[src/common/pll_clock_map.svh]
// Register offsets, field positions, reset values and timing counts of the clock control.
`ifndef PLL_CLOCK_MAP_SVH
`define PLL_CLOCK_MAP_SVH

// ==========================================================================
// Control register location and layout
// ==========================================================================
`define PLL_CTRL_ADDR 8'hD7
`define PLL_CTRL_RESET 8'h53
`define OSC_POWERDOWN_BIT 7
`define LOCK_BIT 6
`define UNUSED_BIT 5
`define EXT_ACCESS_BIT 4
`define FAST_IRQ_BIT 3
`define DIV_MSB 2
`define DIV_LSB 0

// Reset values of the individual fields, matching the whole-register default.
`define OSC_POWERDOWN_RESET 1'b0
`define EXT_ACCESS_RESET 1'b1
`define FAST_IRQ_RESET 1'b0
`define DIV_RESET 3'h3

// ==========================================================================
// Frequencies and derived counts
// ==========================================================================
`define REF_CLK_HZ 25000000
`define XTAL_HZ 32768
`define PLL_MULT 384
`define PLL_HZ (`XTAL_HZ * `PLL_MULT)
`define NCO_W 24
`define NCO_INC_NOM (24'((64'(`PLL_HZ) << `NCO_W) / 64'(`REF_CLK_HZ)))
`define NCO_INC_MIN (24'((64'(`NCO_INC_NOM) * 64'd8) / 64'd10))
`define NCO_INC_MAX (24'((64'(`NCO_INC_NOM) * 64'd12) / 64'd10))
`define NCO_STEP 24'h000100
`define LOCK_TOL 10'h001
`define LOCK_GOOD_RUNS 2'h3
`define LOCK_TIMEOUT 10'h300
`define CORE_CNT_W 7
`define MOD_LAST 9'h17F

`endif

[src/common/pll_clock_pkg.sv]
// Types shared by the clock control modules.
package pll_clock_pkg;

   // =======================================================================
   // Bus request and clock-enable bundles
   // =======================================================================
   typedef struct packed {
      logic       wr;
      logic       rd;
      logic [7:0] addr;
      logic [7:0] wdata;
   } sfr_req_type;

   typedef struct packed {
      logic pll;
      logic core;
      logic mod;
   } clk_ticks_type;

   // Lock tracker states, Gray coded along search, track, locked.
   typedef enum logic [1:0] {
      LOCK_SEARCH = 2'h0,
      LOCK_TRACK = 2'h1,
      LOCK_LOCKED = 2'h3
   } lock_state_type;

endpackage

[src/verilog/pll_tracker.sv]
// Digital phase tracker: an NCO slaved to the crystal, with a lock detector.
`include "pll_clock_map.svh"

module pll_tracker (
   // Clock and reset.
   input wire logic ref_clk_i,
   input wire logic nrst_i,
   // Crystal edge.
   input wire logic xtal_rise_i,
   // Outputs.
   output logic pll_tick_o,
   output logic lock_o
);
   import pll_clock_pkg::*;

   logic [`NCO_W-1:0] acc_reg;
   logic [`NCO_W-1:0] inc_reg;
   logic [`NCO_W:0] sum;
   logic [9:0] per_cnt_reg;
   logic [1:0] good_reg;
   lock_state_type state_reg;
   logic timeout;
   logic in_tol;

   // ========================================================================
   // Oscillator
   // ========================================================================
   // The accumulator carry is one tick of the multiplied clock.
   assign sum = {1'b0, acc_reg} + {1'b0, inc_reg};

   always_ff @(posedge ref_clk_i or negedge nrst_i) begin
      if (!nrst_i) begin
         acc_reg <= '0;
         pll_tick_o <= 1'b0;
      end else begin
         acc_reg <= sum[`NCO_W-1:0];
         pll_tick_o <= sum[`NCO_W];
      end
   end

   // ========================================================================
   // Period measurement
   // ========================================================================
   // Ticks counted per crystal period; saturates so a missing crystal times out.
   always_ff @(posedge ref_clk_i or negedge nrst_i) begin
      if (!nrst_i) begin
         per_cnt_reg <= '0;
      end else if (xtal_rise_i) begin
         per_cnt_reg <= {9'h000, pll_tick_o};
      end else if (pll_tick_o && !timeout) begin
         per_cnt_reg <= per_cnt_reg + 10'h001;
      end
   end

   assign timeout = (per_cnt_reg >= `LOCK_TIMEOUT);
   assign in_tol = (per_cnt_reg >= 10'(`PLL_MULT) - `LOCK_TOL) &&
                   (per_cnt_reg <= 10'(`PLL_MULT) + `LOCK_TOL);

   // ========================================================================
   // Frequency correction
   // ========================================================================
   // Nudge the increment toward 384 ticks per period, clamped to 20 percent.
   always_ff @(posedge ref_clk_i or negedge nrst_i) begin
      if (!nrst_i) begin
         inc_reg <= `NCO_INC_NOM;
      end else if (timeout) begin
         inc_reg <= `NCO_INC_NOM;
      end else if (xtal_rise_i && state_reg != LOCK_SEARCH) begin
         if (per_cnt_reg < 10'(`PLL_MULT) && inc_reg < `NCO_INC_MAX) begin
            inc_reg <= inc_reg + `NCO_STEP;
         end else if (per_cnt_reg > 10'(`PLL_MULT) && inc_reg > `NCO_INC_MIN) begin
            inc_reg <= inc_reg - `NCO_STEP;
         end
      end
   end

   // ========================================================================
   // Lock detector
   // ========================================================================
   // Four good periods in a row declare lock; a bad period or timeout drops it.
   always_ff @(posedge ref_clk_i or negedge nrst_i) begin
      if (!nrst_i) begin
         state_reg <= LOCK_SEARCH;
         good_reg <= '0;
      end else begin
         unique case (state_reg)
            LOCK_SEARCH: begin
               good_reg <= '0;
               if (xtal_rise_i) begin
                  state_reg <= LOCK_TRACK;
               end
            end
            LOCK_TRACK: begin
               if (timeout) begin
                  state_reg <= LOCK_SEARCH;
               end else if (xtal_rise_i && in_tol) begin
                  good_reg <= good_reg + 2'h1;
                  if (good_reg == `LOCK_GOOD_RUNS) begin
                     state_reg <= LOCK_LOCKED;
                  end
               end else if (xtal_rise_i) begin
                  good_reg <= '0;
               end
            end
            LOCK_LOCKED: begin
               if (timeout || (xtal_rise_i && !in_tol)) begin
                  state_reg <= timeout ? LOCK_SEARCH : LOCK_TRACK;
                  good_reg <= '0;
               end
            end
            default: begin
               state_reg <= LOCK_SEARCH;
            end
         endcase
      end
   end

   assign lock_o = (state_reg == LOCK_LOCKED);

endmodule

[src/verilog/core_clock_divider.sv]
// Glitch-free binary divider producing the core clock enable from PLL ticks.
`include "pll_clock_map.svh"

module core_clock_divider (
   // Clock and reset.
   input wire logic ref_clk_i,
   input wire logic nrst_i,
   // Source tick and requested divide code.
   input wire logic pll_tick_i,
   input wire logic [2:0] code_i,
   // Outputs.
   output logic core_tick_o,
   output logic [2:0] active_code_o
);
   import pll_clock_pkg::*;

   logic [`CORE_CNT_W-1:0] cnt_reg;
   logic [`CORE_CNT_W-1:0] mask;

   // Low bits that must be zero for a core tick under the active code.
   assign mask = `CORE_CNT_W'((1 << active_code_o) - 1);

   // Free-running tick counter.
   always_ff @(posedge ref_clk_i or negedge nrst_i) begin
      if (!nrst_i) begin
         cnt_reg <= '0;
      end else if (pll_tick_i) begin
         cnt_reg <= cnt_reg + `CORE_CNT_W'(1);
      end
   end

   // A new code only takes over where every period ends, so no runt period occurs.
   always_ff @(posedge ref_clk_i or negedge nrst_i) begin
      if (!nrst_i) begin
         active_code_o <= `DIV_RESET;
      end else if (pll_tick_i && cnt_reg == '0) begin
         active_code_o <= code_i;
      end
   end

   // Core enable every 2^code PLL ticks.
   always_ff @(posedge ref_clk_i or negedge nrst_i) begin
      if (!nrst_i) begin
         core_tick_o <= 1'b0;
      end else begin
         core_tick_o <= pll_tick_i && ((cnt_reg & mask) == '0);
      end
   end

endmodule

[src/verilog/pll_clock_control.sv]
// Clock control: PLL tracking, core divider, converter clock and the control register.
//
// What this block does
// - Multiply the 32.768 kHz crystal by 384 to a 12.582912 MHz tick.
// - Core clock is PLL output divided by a power of two.
// - After reset the core clock is PLL divided by 8.
// - Converter modulator tick derives from PLL, at the crystal rate.
// - Divider bits 2..0 halve the core rate per step, code 0 to 7.
// - Bit 7 clear keeps oscillator running in power-down; set stops it.
// - In normal mode the oscillator always runs.
// - Lock flag bit 6 is read-only; writes do not touch it.
// - Lock flag sets when the loop tracks the crystal.
// - Lock flag clears without tracking; output free-runs within 20 percent.
// - Bit 5 unimplemented; writes ignored, reads zero.
// - Bit 4 returns the external access pin level caught at reset.
// - Fast-interrupt bit set runs interrupts at the fastest core rate.
// - Fast-interrupt bit clear runs interrupts at the programmed rate.
`include "pll_clock_map.svh"

module pll_clock_control (
   // Clock and reset.
   input wire logic ref_clk_i,
   input wire logic nrst_i,
   // Crystal and chip state.
   input wire logic xtal_i,
   input wire logic powerdown_i,
   input wire logic irq_active_i,
   input wire logic external_access_pin_i,
   // Special-function register port.
   input wire pll_clock_pkg::sfr_req_type sfr_i,
   output logic [7:0] sfr_rdata_o,
   // Clock enables and oscillator control.
   output pll_clock_pkg::clk_ticks_type ticks_o,
   output logic osc_enable_o
);
   import pll_clock_pkg::*;

   logic xtal_prev_reg;
   logic xtal_rise;
   logic pll_tick;
   logic pll_lock;
   logic core_tick;
   logic [2:0] active_code;
   logic [2:0] effective_code;
   logic [8:0] mod_cnt_reg;
   logic mod_tick_reg;
   logic oscillator_powerdown_reg;
   logic fast_irq_response_reg;
   logic [2:0] core_divider_reg;
   logic latched_ext_access_reg;
   logic captured_reg;
   logic reg_hit;
   logic [7:0] pll_control;

   // ========================================================================
   // Crystal edge detection
   // ========================================================================
   // The crystal input is taken as synchronous, so one register suffices.
   always_ff @(posedge ref_clk_i or negedge nrst_i) begin
      if (!nrst_i) begin
         xtal_prev_reg <= 1'b0;
      end else begin
         xtal_prev_reg <= xtal_i;
      end
   end

   assign xtal_rise = xtal_i && !xtal_prev_reg;

   // ========================================================================
   // PLL and core divider
   // ========================================================================
   pll_tracker u_tracker (
      .ref_clk_i(ref_clk_i),
      .nrst_i(nrst_i),
      .xtal_rise_i(xtal_rise),
      .pll_tick_o(pll_tick),
      .lock_o(pll_lock)
   );

   // During an interrupt with fast response the fastest code is forced.
   assign effective_code = (fast_irq_response_reg && irq_active_i) ? 3'h0 : core_divider_reg;

   core_clock_divider u_divider (
      .ref_clk_i(ref_clk_i),
      .nrst_i(nrst_i),
      .pll_tick_i(pll_tick),
      .code_i(effective_code),
      .core_tick_o(core_tick),
      .active_code_o(active_code)
   );

   // ========================================================================
   // Converter modulator clock
   // ========================================================================
   // One modulator tick per 384 PLL ticks lands at the crystal rate once locked.
   always_ff @(posedge ref_clk_i or negedge nrst_i) begin
      if (!nrst_i) begin
         mod_cnt_reg <= '0;
         mod_tick_reg <= 1'b0;
      end else begin
         mod_tick_reg <= pll_tick && (mod_cnt_reg == `MOD_LAST);
         if (pll_tick) begin
            mod_cnt_reg <= (mod_cnt_reg == `MOD_LAST) ? 9'h000 : mod_cnt_reg + 9'h001;
         end
      end
   end

   assign ticks_o.pll = pll_tick;
   assign ticks_o.core = core_tick;
   assign ticks_o.mod = mod_tick_reg;

   // ========================================================================
   // Oscillator enable
   // ========================================================================
   // Only the power-down mode with the bit set stops the crystal.
   assign osc_enable_o = !(powerdown_i && oscillator_powerdown_reg);

   // ========================================================================
   // Control register
   // ========================================================================
   assign reg_hit = (sfr_i.addr == `PLL_CTRL_ADDR);

   // Writable fields; bit 6, bit 5 and bit 4 of the write data are dropped.
   always_ff @(posedge ref_clk_i or negedge nrst_i) begin
      if (!nrst_i) begin
         oscillator_powerdown_reg <= `OSC_POWERDOWN_RESET;
         fast_irq_response_reg <= `FAST_IRQ_RESET;
         core_divider_reg <= `DIV_RESET;
      end else if (sfr_i.wr && reg_hit) begin
         oscillator_powerdown_reg <= sfr_i.wdata[`OSC_POWERDOWN_BIT];
         fast_irq_response_reg <= sfr_i.wdata[`FAST_IRQ_BIT];
         core_divider_reg <= sfr_i.wdata[`DIV_MSB:`DIV_LSB];
      end
   end

   // The pin is caught at the first edge after reset release and then held.
   always_ff @(posedge ref_clk_i or negedge nrst_i) begin
      if (!nrst_i) begin
         latched_ext_access_reg <= `EXT_ACCESS_RESET;
         captured_reg <= 1'b0;
      end else if (!captured_reg) begin
         latched_ext_access_reg <= external_access_pin_i;
         captured_reg <= 1'b1;
      end
   end

   // Read image; the unimplemented bit reads zero.
   always_comb begin
      pll_control = 8'h00;
      pll_control[`OSC_POWERDOWN_BIT] = oscillator_powerdown_reg;
      pll_control[`LOCK_BIT] = pll_lock;
      pll_control[`EXT_ACCESS_BIT] = latched_ext_access_reg;
      pll_control[`FAST_IRQ_BIT] = fast_irq_response_reg;
      pll_control[`DIV_MSB:`DIV_LSB] = core_divider_reg;
   end

   // Read data is registered; other addresses and idle cycles return zero.
   always_ff @(posedge ref_clk_i or negedge nrst_i) begin
      if (!nrst_i) begin
         sfr_rdata_o <= 8'h00;
      end else if (sfr_i.rd && reg_hit) begin
         sfr_rdata_o <= pll_control;
      end else begin
         sfr_rdata_o <= 8'h00;
      end
   end

   // ========================================================================
   // Checks
   // ========================================================================
   // Helper: PLL ticks between successive core ticks and the code they ran at.
   logic [7:0] gap_reg;
   logic [2:0] gap_code_reg;
   logic gap_valid_reg;

   always_ff @(posedge ref_clk_i or negedge nrst_i) begin
      if (!nrst_i) begin
         gap_reg <= 8'h00;
         gap_code_reg <= 3'h0;
         gap_valid_reg <= 1'b0;
      end else if (core_tick) begin
         gap_reg <= {7'h00, pll_tick};
         gap_code_reg <= active_code;
         gap_valid_reg <= 1'b1;
      end else begin
         gap_reg <= gap_reg + {7'h00, pll_tick};
      end
   end
endmodule

[config.mk]
export PLATFORM = sky130hd
export DESIGN_NAME = pll_clock_control
export DESIGN_NICKNAME = d
export VERILOG_FILES = /design/src/common/pll_clock_pkg.sv /design/src/verilog/pll_tracker.sv /design/src/verilog/core_clock_divider.sv /design/src/verilog/pll_clock_control.sv
export VERILOG_INCLUDE_DIRS = /design/src /design/src/common
export SDC_FILE = /design/constraint.sdc
export NUM_CORES = 1
export LEC_CHECK = 0
export BUFFER_PORTS_ARGS = -buffer_cell sky130_fd_sc_hd__buf_2
export CAP_MARGIN = 20
export CORE_UTILIZATION = 50
export CTS_CLUSTER_DIAMETER = 150
export DETAILED_ROUTE_END_ITERATION = 8
export GPL_TIMING_DRIVEN = 0
export PLACE_DENSITY = 0.73
export SYNTH_ARGS = -nofsm -noshare
export SYNTH_HDL_FRONTEND = slang
export SYNTH_SLANG_ARGS = --single-unit
[constraint.sdc]
create_clock -name ref_clk_i -period 5.9 [get_ports ref_clk_i]
set_input_delay 0.59 -clock ref_clk_i [delete_from_list [all_inputs] [get_ports ref_clk_i]]
set_output_delay 0.59 -clock ref_clk_i [all_outputs]
set_load 0.01 [all_outputs]
Yosys cells after proc, flatten, opt, wreduce, memory -nomap -nowiden
Cells that the tools add are included.
{ "totals": {"out_inout_bits": 12, "regBits": 100, "in_bits": 24, "word_cells": 98} }
{ "classes": {"eq_ne": 11, "n_shift": 1, "bitwise": 1, "mux": 21, "n_addsub": 8, "n_reduce_logical": 31, "order_cmp": 7} }
{ "ops": {"columns": ["cell", "n"], "rows": [
  ["2-to-1 mux 24 bit", 4],
  ["adder 24 x 24 -> 25 bit", 1],
  ["adder 24 x 9 -> 24 bit (second input constant)", 1],
  ["> comparator 24 x 22 -> 1 bit (second input constant)", 1],
  ["< comparator 24 x 17 -> 1 bit (second input constant)", 1],
  ["subtractor 24 x 9 -> 24 bit (second input constant)", 1],
  ["2-to-1 mux 10 bit", 2],
  ["2-to-1 mux 2 bit", 9],
  ["logical AND 1 bit", 15],
  ["zero test 7 bit", 2],
  ["case mux 2 bit (3 select lines)", 2],
  ["adder 10 x 1 -> 10 bit (second input constant)", 1],
  ["greater-or-equal comparator 10 bit (second input constant)", 1],
  ["greater-or-equal comparator 10 x 9 -> 1 bit (second input constant)", 1],
  ["> comparator 10 x 9 -> 1 bit (second input constant)", 1],
  ["<= comparator 10 x 9 -> 1 bit (second input constant)", 1],
  ["< comparator 10 x 9 -> 1 bit (second input constant)", 1],
  ["adder 9 x 1 -> 9 bit (second input constant)", 1],
  ["equality test 9 bit (second input constant)", 1],
  ["2-to-1 mux 9 bit", 1],
  ["inequality test 3 x 1 -> 1 bit (second input constant)", 3],
  ["equality test 8 bit (second input constant)", 1],
  ["2-to-1 mux 8 bit", 1],
  ["AND reduction 4 bit", 2],
  ["other kinds (17)", 25]
]} }

Logic depth before layout (Yosys ltp)
{ "depth": {"word_depth": 7, "ltp_mapped": 11, "ltp_nobuf": 11} }

Cells and area by module
A second synthesis with hierarchy kept.
{ "unflattened": {"cells_unflattened": 562, "area_unflattened_um2": 5576.6} }
{ "by_module_without_submodules": {"columns": ["mod", "instances", "cells_each", "area_each_um2", "seq_area_each_um2"], "rows": [
  ["pll_tracker", 1, 425, 3963.8, 1410.1],
  ["pll_clock_control", 1, 92, 1088.5, 629.4],
  ["core_clock_divider", 1, 45, 524.3, 277.8]
]} }

Least setup slack after synthesis
OpenSTA, ideal clock, no wires.
{ "synth_path": {"path_kind": "register to register", "from": "register u_tracker.inc_reg[15]", "to": "register u_tracker.inc_reg[23]", "stages_incl_launch_ff": 12, "t_required_ns": 5.834, "setup_time_ns": 0.066, "slack_ns": 2.705, "synth_period_minus_slack_ns": 3.195, "n_path_buf": 1, "t_arrival_ns": 3.130, "cell_sequence": "dfstp_2 -> or4_1 -> o31ai_2 -> nand4_2 -> ha_1 -> clkbuf_1 -> a21o_1 -> a21o_1 -> a211oi_1 -> nand3_1 -> or3_1 -> nand4_1"} }
{ "synth_between": {"elab_chain_len": 5, "word_cells_on_any_way": 12, "classes_between": "2 x add/sub; 2 x order compare; 4 x mux; 4 x reduce/logical"} }
{ "synth_rtl": {"columns": ["element", "line_no", "text"], "rows": [
  ["from (decl)", "pll_tracker.sv:17", "logic [`NCO_W-1:0] inc_reg;"],
  ["from (signal assigned)", "pll_tracker.sv:65", "inc_reg <= `NCO_INC_NOM;"],
  ["from (signal assigned)", "pll_tracker.sv:67", "inc_reg <= `NCO_INC_NOM;"],
  ["from (signal assigned)", "pll_tracker.sv:70", "inc_reg <= inc_reg + `NCO_STEP;"],
  ["subtractor 24 x 9 -> 24 bit (no source line) / < comparator 24 x 17 -> 1 bit (equally long branches)", null, null],
  ["2-to-1 mux 24 bit / logical AND 1 bit (equally long branches)", null, null],
  ["2-to-1 mux 24 bit", "pll_tracker.sv:69", "if (per_cnt_reg < 10'(`PLL_MULT) && inc_reg < `NCO_INC_MAX) begin"],
  ["2-to-1 mux 24 bit", "pll_tracker.sv:68", "end else if (xtal_rise_i && state_reg != LOCK_SEARCH) begin"],
  ["2-to-1 mux 24 bit", "pll_tracker.sv:66", "end else if (timeout) begin"]
]} }
Several ways; a longest one is shown, not always the timed one. The select of a mux whose other input is x is not followed.
A chain may end at the register's enable or synchronous reset.

Worst setup path in the final report
Same ends and word-level chain as after synthesis.

==> metrics.json <==
{
  "final.fill_count": {"value": 909},
  "timing.reg2reg.setup_slack": {"value": 2.18, "unit": "ns"},
  "worst_pin_slew": {"value": 0.688, "unit": "ns"},
  "synth.ff_latch_count": {"value": 92},
  "reg2reg_to": {"value": "u_tracker.inc_reg[23]"},
  "internal_power": {"value": 0.950, "unit": "mW"},
  "die_width": {"value": 106, "unit": "µm"},
  "iteration_count_of_the_initial_detailed_routing_pass": {"value": 5},
  "post_route_cells_drive_above_1_share": {"value": 13.3, "unit": "%"},
  "final.period_utilization": {"value": 63.0, "unit": "%"},
  "grt-ovfl-total": {"value": 0},
  "routed_wire_length_on_met2": {"value": 5470, "unit": "µm"},
  "cpLargestDelayFamily": {"value": "simple AND/OR/NAND/NOR gates"},
  "syn-mean-instance-area": {"value": 9.84, "unit": "µm²"},
  "critPathMaxStageDelay": {"value": 0.54, "unit": "ns"},
  "switching_power": {"value": 0.281, "unit": "mW"},
  "seq_power_share": {"value": 53.1, "unit": "%"},
  "cts_made_buffers": {"value": 9},
  "cts_setup_buffers": {"value": 0},
  "cp.arrival": {"value": 4.01, "unit": "ns"},
  "first_global_vias": {"value": 4157},
  "synthesis.instances": {"value": 553},
  "critPathBufInv": {"value": 1},
  "slew_viol_final": {"value": 0},
  "cts_tree": {"value": "built"},
  "coreArea": {"value": 10400, "unit": "µm²"},
  "initial_core_util": {"value": 52.2, "unit": "%"},
  "path_cells": {"value": "or4_1 > o31ai_2 > nand4_2 > ha_1 > clkbuf_1 > a21o_1 > a21o_1 > a211oi_1 > nand3_1 > or3_1 > nand4_1"},
  "timing.critical_path.from": {"value": "u_tracker.inc_reg[15]"},
  "worst_slack": {"value": 2.18, "unit": "ns"},
  "tritoncts_num_sinks": {"value": 92},
  "fin_crit": {"value": 3.72, "unit": "ns"},
  "maxClockFrequency": {"value": 0.269, "unit": "GHz"},
  "wl_per_cell": {"value": 15.5, "unit": "µm"},
  "worst_relative_slew_slack": {"value": 54.0, "unit": "%"},
  "synthesis.nets": {"value": 623},
  "ys_seq_area_share": {"value": 42.6, "unit": "%"},
  "cellLeakagePower": {"value": 2.82, "unit": "nW"},
  "clkPwrFrac": {"value": 42.7, "unit": "%"},
  "logic_pwr_share": {"value": 4.2, "unit": "%"},
  "fin_tns_setup": {"value": 0, "unit": "ns"},
  "htree_num_levels": {"value": 3},
  "grtUsageTotal": {"value": 21.6, "unit": "%"},
  "worstSkewPairLatency": {"value": 0.36, "unit": "ns"},
  "totalPowerFinal": {"value": 1.23, "unit": "mW"},
  "cpMostUsedCell": {"value": "sky130_fd_sc_hd__a21o_1"},
  "worstSetupPathType": {"value": "reg2reg"},
  "initialDrtViolationCount": {"value": 229},
  "cts_hold_repair.buffers": {"value": 0},
  "ys_async_sr_fraction": {"value": 100, "unit": "%"},
  "dp_worst_setup_slack": {"value": 2.25, "unit": "ns"},
  "pin_count": {"value": 36},
  "place.gp.congestion": {"value": 0.863},
  "worst_ep_required_time": {"value": 6.19, "unit": "ns"},
  "critical_path_cell_count": {"value": 11},
  "highest_layer": {"value": "met4"},
  "via_count": {"value": 4257},
  "chipHeight": {"value": 106, "unit": "µm"},
  "number_of_flip_flops_under_the_largest_register_name": {"value": 24},
  "rr_startpoint": {"value": "u_tracker.inc_reg[15]"},
  "post_synth_instance_area": {"value": 5440, "unit": "µm²"},
  "numPortBuffers": {"value": 31},
  "finalSetupViolCount": {"value": 0},
  "post_synth_main_area_contributors": {"value": "sky130_fd_sc_hd__dfrtp_1, sky130_fd_sc_hd__ha_1, sky130_fd_sc_hd__dfstp_2"},
  "max_cap_violations": {"value": 0},
  "multi_input_comb_area": {"value": 2990, "unit": "µm²"},
  "fin_worst_skew": {"value": 0.0105, "unit": "ns"},
  "crit_path_start_kind": {"value": "register"},
  "areaGrowthSynthToFinish": {"value": 11.1, "unit": "%"},
  "remaining_drc_errors": {"value": 0},
  "power.density_cell_area": {"value": 204, "unit": "nW/µm²"},
  "cts-resized-gates": {"value": 0},
  "ys_warn_count": {"value": 0},
  "clockRootBuffer": {"value": "sky130_fd_sc_hd__clkbuf_8"},
  "post-synth-top-count-cell": {"value": "sky130_fd_sc_hd__dfrtp_1"},
  "critical_path.max_fanout": {"value": 19},
  "synth_top_cells_by_count": {"value": "sky130_fd_sc_hd__dfrtp_1, sky130_fd_sc_hd__nand2_1, sky130_fd_sc_hd__ha_1"},
  "register_area": {"value": 2320, "unit": "µm²"},
  "synth_top_flop_cell": {"value": "sky130_fd_sc_hd__dfrtp_1"},
  "num-nets-final": {"value": 666},
  "end_kind": {"value": "register"},
  "wl_met1": {"value": 5470, "unit": "µm"},
  "grt_setup_unrepaired": {"value": "false"},
  "cts.path.max_buffers": {"value": 2},
  "synth.lib_cells_used.distinct": {"value": 62},
  "status": {"value": "complete, no violations"},
  "grt_antenna_before_repair": {"value": 0},
  "post_synth_edffs": {"value": 0},
  "worst_hold_slack": {"value": 0.138, "unit": "ns"},
  "synth_largest_area_cell": {"value": "sky130_fd_sc_hd__dfrtp_1"},
  "top_area_cell_type_share_of_the_netlist_area": {"value": 36.8, "unit": "%"},
  "clk_pin_slew": {"value": 0.09, "unit": "ns"},
  "drt-total-wl": {"value": 11400, "unit": "µm"},
  "met3RoutedLength": {"value": 315, "unit": "µm"},
  "hold_violations": {"value": 0},
  "die_area": {"value": 11300, "unit": "µm²"},
  "timing.hold.worst.class": {"value": "in2async"},
  "num_rows": {"value": 37},
  "critPathSlowestCell": {"value": "sky130_fd_sc_hd__or4_1"},
  "worst_ir_drop_vdd": {"value": 188, "unit": "µV"},
  "grt_max_degree": {"value": 68},
  "routed_via_density": {"value": 5.78},
  "ant_nets": {"value": 0},
  "worstRegToRegCells": {"value": 11},
  "grt_first_pass_wirelength": {"value": 19300, "unit": "µm"},
  "netSwitchingFraction": {"value": 22.8, "unit": "%"},
  "place.detailed.hpwl": {"value": 8380, "unit": "µm"},
  "antenna-diode-count": {"value": 0}
}
worst register-to-register path, delay by kind of cell (launching register included):
family	cells	cell delay, ns
adders and majority gates	1	0.52
and+or+nand+nor	5	1.65
AOI/OAI and AO/OA	4	0.87
buffers and inverters	1	0.19
DFF	1	0.41
routing by layer:
metal	global-route usage (%)	vias up
li1	-	2096
met1	29.6	2074
met2	34.9	70
met3	3.37	17
met4	7.14	0
met5	0	-
cell type report:
type	instances	share of cell area, %
clock inverters	6	1.97
clock buffers	10	2.11
inverters	18	1.12
repair buffers	32	3.06
multi-input cells	432	49.4
flip-flops and latches	92	38.4
well taps	136	2.82
plain buffers	11	1.14
cell usage in the layout, fill, tap and decap left out, types with 18 or more instances in the layout:
| cell type | Yosys | routed |
|---|---|---|
| sky130_fd_sc_hd__a21oi_1 | 36 | 36 |
| sky130_fd_sc_hd__buf_2 | 1 | 31 |
| sky130_fd_sc_hd__dfrtp_1 | 80 | 80 |
| sky130_fd_sc_hd__ha_1 | 45 | 45 |
| sky130_fd_sc_hd__inv_1 | 18 | 18 |
| sky130_fd_sc_hd__nand2_1 | 56 | 56 |
| sky130_fd_sc_hd__nor2_1 | 42 | 42 |
| sky130_fd_sc_hd__o21ai_0 | 33 | 33 |
| sky130_fd_sc_hd__xnor2_1 | 27 | 27 |
| sky130_fd_sc_hd__xor2_1 | 22 | 22 |
worst max-delay path by stage:
| stage | endpoint | slack [ns] |
|---|---|---|
| floorplan | u_tracker.inc_reg[23] | 2.70 |
| global placement | u_tracker.inc_reg[17] | 2.19 |
| detailed placement | u_tracker.inc_reg[17] | 2.25 |
| CTS | u_tracker.inc_reg[17] | 2.22 |
| global route | u_tracker.inc_reg[17] | 2.00 |
| finish | u_tracker.inc_reg[23] | 2.18 |
logic make-up after synthesis:
logic type               share of synthesized area (%)
other                                            0.138
flip-flops                                        42.6
buffers and inverters                             2.51
AO/OA/AOI/OAI                                     18.9
adder cells (fa/ha/maj)                           10.7
XOR/XNOR                                          7.89
multiplexers                                      1.43
AND/OR/NAND/NOR                                   15.8
stage by stage:
stage          std cells  utilization [%]  cell area, µm²
6_report             737             58.0            6040
5_1_grt              737             58.0            6040
4_1_cts              737             58.0            6040
3_5_place_dp         721             55.6            5800
3_3_place_gp         720             55.4            5770
2_1_floorplan        553                -            5440
power by group through the flow:
| stage | Sequential (mW) | Clock, mW | Combinational (mW) |
|---|---|---|---|
| global placement | 0.664 | 0 | 0.0485 |
| detailed placement | 0.665 | 0 | 0.0534 |
| CTS | 0.653 | 0.539 | 0.0536 |
| floorplan | 0.662 | 0 | 0.0251 |
| finish | 0.653 | 0.526 | 0.0521 |
| global route | 0.655 | 0.559 | 0.0599 |
(Power assumes the default switching activity.)
